File: config.mk
export PLATFORM = sky130hd
export DESIGN_NAME = tccsf_top
export DESIGN_NICKNAME = d
export VERILOG_FILES = /design/src/common/tccsf_pkg.sv /design/src/core/tccsf_flag_reg.sv /design/src/core/tccsf_top.sv
export SDC_FILE = /design/constraint.sdc
export NUM_CORES = 1
export LEC_CHECK = 0
export ABC_AREA = 1
export BUFFER_PORTS_ARGS = -buffer_cell sky130_fd_sc_hd__buf_2
export CAP_MARGIN = 20
export CORE_AREA = 5 5 190 192
export CTS_CLUSTER_SIZE = 30
export DETAILED_ROUTE_END_ITERATION = 8
export DIE_AREA = 0 0 195 197
export PLACE_DENSITY = 0.72
export SLEW_MARGIN = 10
export SYNTH_ARGS = -nofsm -noshare
export SYNTH_HDL_FRONTEND = slang
export SYNTH_HIERARCHICAL = 1
export SYNTH_SLANG_ARGS = --single-unit
File: constraint.sdc
create_clock -name ref_clk -period 1.42 [get_ports ref_clk]
set_input_delay 0 -clock ref_clk [delete_from_list [all_inputs] [get_ports ref_clk]]
set_output_delay 0 -clock ref_clk [all_outputs]
set_load 0.03 [all_outputs]
File: src/common/tccsf_pkg.sv
// tccsf_pkg: constants shared by the timer capture/compare status flag block
// assumes: 16-bit timer counters and a 32-bit AXI4-Lite register bus
package tccsf_pkg;

    // counter and register geometry
    localparam int CNT_W = 16;
    localparam int GEN_N = 8;
    localparam int STAT_W = 9;
    localparam int AXI_ADDR_W = 12;
    localparam int AXI_DATA_W = 32;

    // register byte addresses
    localparam logic [11:0] CH1_MAIN_STATUS_OFF = 12'h000;
    localparam logic [11:0] CHAN1_SECONDARY_STATUS_OFF = 12'h004;
    localparam logic [11:0] CHAN2_MAIN_STATUS_OFF = 12'h008;

    // field positions
    localparam int OVF_BIT = 8;
    localparam int CMF_BIT = 0;
    localparam int GEN_LSB = 0;

    // reset value and counter wrap end points
    localparam logic [8:0] STATUS_RESET = 9'h000;
    localparam logic [15:0] CNT_MAX = 16'hFFFF;
    localparam logic [15:0] CNT_ZERO = 16'h0000;

    // bus responses
    localparam logic [1:0] RESP_OKAY = 2'h0;
    localparam logic [1:0] RESP_SLVERR = 2'h2;

endpackage : tccsf_pkg

File: src/core/tccsf_flag_reg.sv
// tccsf_flag_reg: one status register of sticky flags, cleared by
// reading a 1 and then writing 0
// assumes: rd_take/wr_take are single-cycle strobes on ref_clk
`timescale 1ns/1ns
`default_nettype none
module tccsf_flag_reg
    import tccsf_pkg::*;
#(
    parameter int WIDTH = STAT_W
)
(
    // clock, reset, enable
    input wire logic ref_clk,
    input wire logic rst,
    input wire logic ce,
    // hardware events
    input wire logic [WIDTH-1:0] set_evt,
    // software access
    input wire logic rd_take,
    input wire logic wr_take,
    input wire logic [WIDTH-1:0] wr_bit_en,
    input wire logic [WIDTH-1:0] wr_data,
    // flag contents
    output logic [WIDTH-1:0] flags
);

    typedef struct packed {
        logic [WIDTH-1:0] flag;
        logic [WIDTH-1:0] armed;
    } tccsf_flag_state_t;

    tccsf_flag_state_t state_reg;
    tccsf_flag_state_t state_next;
    logic [WIDTH-1:0] clr;

    always_comb
    begin
        state_next = state_reg;
        clr = '0;
        // read arms exactly the bits that were returned as 1
        if (rd_take)
        begin
            state_next.armed = state_reg.flag;
        end
        if (wr_take)
        begin
            // written 1s are ignored; a 0 clears only an armed bit
            clr = wr_bit_en & ~wr_data & state_reg.armed;
            state_next.armed = state_reg.armed & ~wr_bit_en;
        end
        // set wins over a clear in the same cycle
        state_next.flag = (state_reg.flag & ~clr) | set_evt;
    end

    always_ff @(posedge ref_clk)
    begin
        if (rst)
        begin
            state_reg <= '0;
        end
        else if (ce)
        begin
            state_reg <= state_next;
        end
    end

    assign flags = state_reg.flag;

endmodule : tccsf_flag_reg
`default_nettype wire

File: src/core/tccsf_top.sv
// tccsf_top: status flags of timer channels 1 and 2 behind AXI4-Lite
// assumes: counters, general registers, capture strobes and mode bits come
// from timer logic on ref_clk; capture copying itself happens outside
//
// Overview of operation
// - ch1 capture into general register sets flag
// - ch1 counter equals compare register sets flag
// - flag clears after read-1 then write-0
// - writing 1 never sets a flag
// - status bits 15..9 read zero
// - ch1 secondary bits 7..1 read zero
// - ch1 secondary counter wrap sets bit 8
// - ch1 secondary counter equals compare sets bit 0
// - ch2 main counter wrap sets bit 8
// - ch2 capture into general register sets flag
// - ch2 counter equals compare register sets flag
// - ch2 flags H..A in bits 7..0
// - ch1 flag B bit 1, A bit 0
// - ch1 main counter wrap sets overflow flag
// - ch1 flags H..C in bits 7..2
`timescale 1ns/1ns
`default_nettype none
module tccsf_top
    import tccsf_pkg::*;
#(
    parameter int CW = CNT_W,
    parameter int GN = GEN_N
)
(
    // clock, reset, enable
    input wire logic ref_clk,
    input wire logic rst,
    input wire logic ce,
    // channel 1 timer state
    input wire logic [CW-1:0] ch1_main_counter,
    input wire logic [CW-1:0] ch1_secondary_counter,
    input wire logic [CW-1:0] ch1_output_compare_reg,
    input wire logic [GN-1:0][CW-1:0] ch1_general_regs,
    input wire logic [GN-1:0] ch1_capture_strobe,
    input wire logic [GN-1:0] ch1_compare_mode,
    // channel 2 timer state
    input wire logic [CW-1:0] ch2_main_counter,
    input wire logic [GN-1:0][CW-1:0] ch2_general_regs,
    input wire logic [GN-1:0] ch2_capture_strobe,
    input wire logic [GN-1:0] ch2_compare_mode,
    // axi4-lite write address
    input wire logic [AXI_ADDR_W-1:0] s_axi_awaddr,
    input wire logic [2:0] s_axi_awprot,
    input wire logic s_axi_awvalid,
    output logic s_axi_awready,
    // axi4-lite write data
    input wire logic [AXI_DATA_W-1:0] s_axi_wdata,
    input wire logic [3:0] s_axi_wstrb,
    input wire logic s_axi_wvalid,
    output logic s_axi_wready,
    // axi4-lite write response
    output logic [1:0] s_axi_bresp,
    output logic s_axi_bvalid,
    input wire logic s_axi_bready,
    // axi4-lite read address
    input wire logic [AXI_ADDR_W-1:0] s_axi_araddr,
    input wire logic [2:0] s_axi_arprot,
    input wire logic s_axi_arvalid,
    output logic s_axi_arready,
    // axi4-lite read data
    output logic [AXI_DATA_W-1:0] s_axi_rdata,
    output logic [1:0] s_axi_rresp,
    output logic s_axi_rvalid,
    input wire logic s_axi_rready,
    // flag levels for the timer's own use
    output logic [STAT_W-1:0] ch1_main_flags,
    output logic [STAT_W-1:0] ch1_secondary_flags,
    output logic [STAT_W-1:0] ch2_main_flags
);

    typedef struct packed {
        logic aw_full;
        logic [AXI_ADDR_W-1:0] aw_addr;
        logic w_full;
        logic [AXI_DATA_W-1:0] w_data;
        logic [3:0] w_strb;
        logic bvalid;
        logic [1:0] bresp;
        logic rvalid;
        logic [AXI_DATA_W-1:0] rdata;
        logic [1:0] rresp;
        logic [CW-1:0] c1m_prev;
        logic [CW-1:0] c1s_prev;
        logic [CW-1:0] c2m_prev;
    } tccsf_top_state_t;

    tccsf_top_state_t state_reg;
    tccsf_top_state_t state_next;

    // event vectors per status register
    logic [STAT_W-1:0] c1m_set;
    logic [STAT_W-1:0] c1s_set;
    logic [STAT_W-1:0] c2m_set;
    logic [GN-1:0] c1_gen_evt;
    logic [GN-1:0] c2_gen_evt;

    // bus strobes towards the flag registers
    logic ar_take;
    logic wr_commit;
    logic [2:0] rd_sel;
    logic [2:0] wr_sel;
    logic [STAT_W-1:0] wr_bit_en;
    logic [STAT_W-1:0] wr_bits;

    // a compare hit counts once, when the counter steps onto the value;
    // a stalled counter would otherwise re-set the flag every cycle
    genvar gi;
    generate
        for (gi = 0; gi < GN; gi++)
        begin : g_gen
            assign c1_gen_evt[gi] = ch1_compare_mode[gi]
                ? (ch1_main_counter == ch1_general_regs[gi]
                   && ch1_main_counter != state_reg.c1m_prev)
                : ch1_capture_strobe[gi];
            assign c2_gen_evt[gi] = ch2_compare_mode[gi]
                ? (ch2_main_counter == ch2_general_regs[gi]
                   && ch2_main_counter != state_reg.c2m_prev)
                : ch2_capture_strobe[gi];
        end
    endgenerate

    always_comb
    begin
        c1m_set = STATUS_RESET;
        c1m_set[GEN_LSB +: GEN_N] = c1_gen_evt;
        c1m_set[OVF_BIT] = state_reg.c1m_prev == CNT_MAX
            && ch1_main_counter == CNT_ZERO;
        // secondary bits 7..1 get no event and so stay at zero
        c1s_set = STATUS_RESET;
        c1s_set[OVF_BIT] = state_reg.c1s_prev == CNT_MAX
            && ch1_secondary_counter == CNT_ZERO;
        c1s_set[CMF_BIT] = ch1_secondary_counter == ch1_output_compare_reg
            && ch1_secondary_counter != state_reg.c1s_prev;
        c2m_set = STATUS_RESET;
        c2m_set[GEN_LSB +: GEN_N] = c2_gen_evt;
        c2m_set[OVF_BIT] = state_reg.c2m_prev == CNT_MAX
            && ch2_main_counter == CNT_ZERO;
    end

    // bus handshakes; readies drop with ce so no beat is taken and lost
    assign s_axi_awready = ce && !state_reg.aw_full && !state_reg.bvalid;
    assign s_axi_wready = ce && !state_reg.w_full && !state_reg.bvalid;
    assign s_axi_arready = ce && !state_reg.rvalid;
    assign ar_take = s_axi_arvalid && s_axi_arready && ce;
    assign wr_commit = state_reg.aw_full && state_reg.w_full
        && !state_reg.bvalid && ce;

    always_comb
    begin
        rd_sel = 3'h0;
        if (ar_take)
        begin
            rd_sel[0] = s_axi_araddr == CH1_MAIN_STATUS_OFF;
            rd_sel[1] = s_axi_araddr == CHAN1_SECONDARY_STATUS_OFF;
            rd_sel[2] = s_axi_araddr == CHAN2_MAIN_STATUS_OFF;
        end
        wr_sel = 3'h0;
        if (wr_commit)
        begin
            wr_sel[0] = state_reg.aw_addr == CH1_MAIN_STATUS_OFF;
            wr_sel[1] = state_reg.aw_addr == CHAN1_SECONDARY_STATUS_OFF;
            wr_sel[2] = state_reg.aw_addr == CHAN2_MAIN_STATUS_OFF;
        end
        // byte lane 0 covers bits 7..0, lane 1 covers bit 8
        wr_bit_en = {state_reg.w_strb[1], {GEN_N{state_reg.w_strb[0]}}};
        wr_bits = state_reg.w_data[STAT_W-1:0];
    end

    always_comb
    begin
        state_next = state_reg;
        state_next.c1m_prev = ch1_main_counter;
        state_next.c1s_prev = ch1_secondary_counter;
        state_next.c2m_prev = ch2_main_counter;
        // write address and data may arrive in either order
        if (s_axi_awvalid && s_axi_awready)
        begin
            state_next.aw_full = 1'b1;
            state_next.aw_addr = s_axi_awaddr;
        end
        if (s_axi_wvalid && s_axi_wready)
        begin
            state_next.w_full = 1'b1;
            state_next.w_data = s_axi_wdata;
            state_next.w_strb = s_axi_wstrb;
        end
        if (wr_commit)
        begin
            state_next.aw_full = 1'b0;
            state_next.w_full = 1'b0;
            state_next.bvalid = 1'b1;
            state_next.bresp = (wr_sel == 3'h0) ? RESP_SLVERR : RESP_OKAY;
        end
        if (state_reg.bvalid && s_axi_bready)
        begin
            state_next.bvalid = 1'b0;
        end
        if (ar_take)
        begin
            state_next.rvalid = 1'b1;
            state_next.rresp = RESP_OKAY;
            // upper reserved bits come back as zero
            unique case (1'b1)
                rd_sel[0]:
                    state_next.rdata = {23'h000000, ch1_main_flags};
                rd_sel[1]:
                    state_next.rdata = {23'h000000, ch1_secondary_flags};
                rd_sel[2]:
                    state_next.rdata = {23'h000000, ch2_main_flags};
                default:
                begin
                    state_next.rdata = '0;
                    state_next.rresp = RESP_SLVERR;
                end
            endcase
        end
        else if (state_reg.rvalid && s_axi_rready)
        begin
            state_next.rvalid = 1'b0;
        end
    end

    always_ff @(posedge ref_clk)
    begin
        if (rst)
        begin
            state_reg <= '0;
        end
        else if (ce)
        begin
            state_reg <= state_next;
        end
    end

    assign s_axi_bvalid = state_reg.bvalid;
    assign s_axi_bresp = state_reg.bresp;
    assign s_axi_rvalid = state_reg.rvalid;
    assign s_axi_rdata = state_reg.rdata;
    assign s_axi_rresp = state_reg.rresp;

    // one flag register per status word
    tccsf_flag_reg #(
        .WIDTH(STAT_W)
    ) u_ch1_main (
        .ref_clk(ref_clk),
        .rst(rst),
        .ce(ce),
        .set_evt(c1m_set),
        .rd_take(rd_sel[0]),
        .wr_take(wr_sel[0]),
        .wr_bit_en(wr_bit_en),
        .wr_data(wr_bits),
        .flags(ch1_main_flags)
    );

    tccsf_flag_reg #(
        .WIDTH(STAT_W)
    ) u_ch1_secondary (
        .ref_clk(ref_clk),
        .rst(rst),
        .ce(ce),
        .set_evt(c1s_set),
        .rd_take(rd_sel[1]),
        .wr_take(wr_sel[1]),
        .wr_bit_en(wr_bit_en),
        .wr_data(wr_bits),
        .flags(ch1_secondary_flags)
    );

    tccsf_flag_reg #(
        .WIDTH(STAT_W)
    ) u_ch2_main (
        .ref_clk(ref_clk),
        .rst(rst),
        .ce(ce),
        .set_evt(c2m_set),
        .rd_take(rd_sel[2]),
        .wr_take(wr_sel[2]),
        .wr_bit_en(wr_bit_en),
        .wr_data(wr_bits),
        .flags(ch2_main_flags)
    );

endmodule : tccsf_top
`default_nettype wire

==> flow_summary.ini <==
[run_status]
status = complete, but fails checks
violations = negative setup slack

[clocking]
clk_path_buf_depth = 2
clk_pin_slew_ns = 0.07
cts_sinks = 140
htreeDepth = 4
cts_buffers = 17
root_buffer = clkbuf_16
cts_tree = built
clk_latency_ns = 0.43

[placement]
hpwl_um = 40900
portBuffers = 437
placed_area_mm2 = 0.0151
place.gp.congestion = 0.955

[power_and_ir_drop]
switchingPower_uw = 4510
switching_share_pct = 35.4
vdd_drop_max_mv = 0.834
powerDensity_mw_per_mm2 = 746
p_int_uw = 8230
leakage_uw = 0.00879
p_seq_share_pct = 34.3
clockPowerShare_pct = 37.3
p_comb_share_pct = 28.5

[sta]
whs_ns = 0.0132
period_minus_slack_ns = 1.64
final-hold-violation-count = 0
finalSetupViolCount = 81
relSlewSlack_pct = 61.6
layout_setup_ws_ns = -0.221
rsz0062_at_grt = yes
finalCritPeriodShare_pct = 116
tightest_slew_ns = 0.576
max_clock_freq_mhz = 609
fin_skew_ns = 0.0152
slew_violations = 0

[global_routing]
overflow = 0
grt_pass1_wl_um = 78800
antenna_found_initial = 3
grt_max_degree = 67
track_usage_pct = 25.5
first_global_vias = 15000

[setup_path]
cp_max_fo = 5
rr_endpoint = u_ch2_main/state_reg[8]$_SDFFE_PP0P_
r2r_start = s_axi_rvalid$_SDFFE_PP0P_
critPathArrivalTime_ns = 1.93
reg2reg_depth = 10
crit_type = flop to flop
end_kind = flop
regToRegSetupSlack_ns = -0.22
crit_required_ns = 1.71
start_kind = flop

[worst_hold_path]
hold_depth = 5
holdCritPathClass = input pin to flop
whs_endpoint = u_ch1_main/flags[4]$_SDFFE_PP0P_
worstHoldStart = ch1_capture_strobe[4]

[yosys]
synth.area.mux_share_pct = 0
ys_ff_latch = 140
synth_area_leaders = dfxtp_1, nand2_1, inv_1, nor2_1, buf_4
synth_top_area_cell = dfxtp_1
synth.avg_cell_area_um2 = 5.69
synthDistinctLibCells = 34
syn_inst = 2102
synthAdderAreaFrac_pct = 0
synth-edff-count = 0
synthFlopType = dfxtp_1
ys_top_cells_by_count = nand2_1, inv_1, nor2_1
yosysSeqAreaShare_pct = 23.4
ys_warn_count = 6
synth_top_area_share_pct = 23.4
netlist_area_mm2 = 0.0120
synth.most_common_cell = nand2_1
synth_compound_area_share_pct = 10.8
synth_top_family_by_area = simple AND/OR/NAND/NOR gates
synthSimpleGateAreaFrac_pct = 40.7
synthXorXnorAreaFrac_pct = 7.84
async_flop_share_pct = 0

[finish]
area_growth_syn_to_layout_pct = 42.7
fillers = 3458
fin_nets = 3106
multi_input_area_mm2 = 0.00773
final_area_mm2 = 0.0171
regArea_mm2 = 0.00284
largest_register_ffs = 73
drive_above_1_share_pct = 30.2

[drt]
drt_iter0_markers = 1191
vias = 15300
drc = 0
wl_per_cell_um = 16.9
ant_nets = 0
viasPerCell = 4.85
routed_wl_um = 53200
first_pass_iters = 6

[floorplanning]
row_count = 68
fp.coreArea_mm2 = 0.0342
dieArea_mm2 = 0.0384
die_h_um = 197
pin_count = 494
start_util_pct = 35.0
fp.dieW_um = 195

[job]
maxCapViolations = 0
[per-layer routing]
metal  vias up  routed length [um]  GRT usage [%]  share of wire, %
met2       760               26000           45.8                49
met5         -                   7              0             0.013
met3       152                4000           4.70               7.5
li1       7543                   -              -                 -
met1      6818               21100           30.3                40
met4         2                2100           9.59               4.0
[cell families (layout without fill, tap and decap cells)]
group | Yosys count | in the layout
buffers and inverters | 433 | 984
AO/OA/AOI/OAI | 256 | 256
other | 1 | 36
AND/OR/NAND/NOR | 1165 | 1174
XOR/XNOR | 107 | 107
flip-flops | 140 | 140
[critical path: stages, from the launching register on]
cell and delay (ns):
dfxtp_4 0.37, nor2_8 0.12, nand2_8 0.11, nor2_8 0.10, nand2_2 0.08, inv_2 0.06
nand2_2 0.19, nand2_8 0.20, nand2_1 0.09, nand2_1 0.09, a21oi_1 0.08
[layout by cell type (no fill, tap or decap), types with 17 or more instances in the layout]
cell,netlist,layout
a21oi_1,116,114
dlygate4sd3_1,0,63
nand2_2,4,33
xor2_1,63,63
clkbuf_16,0,17
conb_1,1,32
nor3_1,18,18
inv_1,274,265
buf_4,80,151
nand4_1,35,35
o21ai_0,116,106
dfxtp_1,140,116
nand3_1,105,97
nor2_1,248,233
dfxtp_2,0,22
xnor2_1,44,44
or2_2,20,19
buf_2,28,434
nand2_1,707,673
[per-stage QoR]
step | std cells | setup WS [ns] | total power, uW | util (%) | TNS (ns)
global placement | 3034 | -0.262 | 7640 | 44.1 | -7.79
finish | 3152 | -0.221 | 12700 | 49.9 | -9.37
CTS | 3138 | -0.121 | 12600 | 48.7 | -4.66
floorplan | 2133 | -0.0736 | 6260 | - | -1.09
global route | 3150 | -0.276 | 13400 | 49.9 | -15.57
detailed placement | 3034 | -0.260 | 7670 | 44.1 | -9.27
[worst max-delay path by stage]
stage,endpoint,startpoint
final,u_ch2_main/state_reg[8]$_SDFFE_PP0P_,s_axi_rvalid$_SDFFE_PP0P_
after global routing,u_ch1_secondary/state_reg[7]$_SDFFE_PP0P_,s_axi_bvalid$_SDFFE_PP0P_
after CTS,u_ch1_secondary/state_reg[7]$_SDFFE_PP0P_,s_axi_bvalid$_SDFFE_PP0P_
after detailed placement,u_ch2_main/flags[4]$_SDFFE_PP0P_,state_reg[133]$_SDFFE_PP0P_
after global placement,u_ch2_main/flags[4]$_SDFFE_PP0P_,state_reg[133]$_SDFFE_PP0P_
after floorplan,u_ch1_main/state_reg[3]$_SDFFE_PP0P_,s_axi_rvalid$_SDFFE_PP0P_
[power by group through the flow]
stage               combinational, uW  clock, uW  sequential, uW
floorplan                        1920          0            4340
CTS                              3450       4800            4340
detailed placement               3250          0            4420
finish                           3630       4740            4360
global placement                 3220          0            4410
global route                     3990       4990            4380
[timing repair]
| action | CTS | global route |
|---|---|---|
| setup endpoints to repair | 54 | 81 |
| hold buffers | 63 | 0 |
| cloned | 5 | 6 |
| hold endpoints to repair | 60 | 0 |
| gates resized for setup | 80 | 87 |
| pin swaps | 23 | 21 |
| buffers inserted | 4 | 6 |
[cell type report]
cell class / count / area share, %
Sequential cell: 140 / 16.6
Timing Repair Buffer: 662 / 24.2
Multi-Input combinational cell: 1569 / 45.3
Clock inverter: 15 / 1.15
Antenna cell: 4 / 0.0587
Inverter: 289 / 6.72
Clock buffer: 17 / 2.49
Timing Repair inverter: 1 / 0.0660
Tap cell: 455 / 3.34
(Power assumes the default switching activity.)
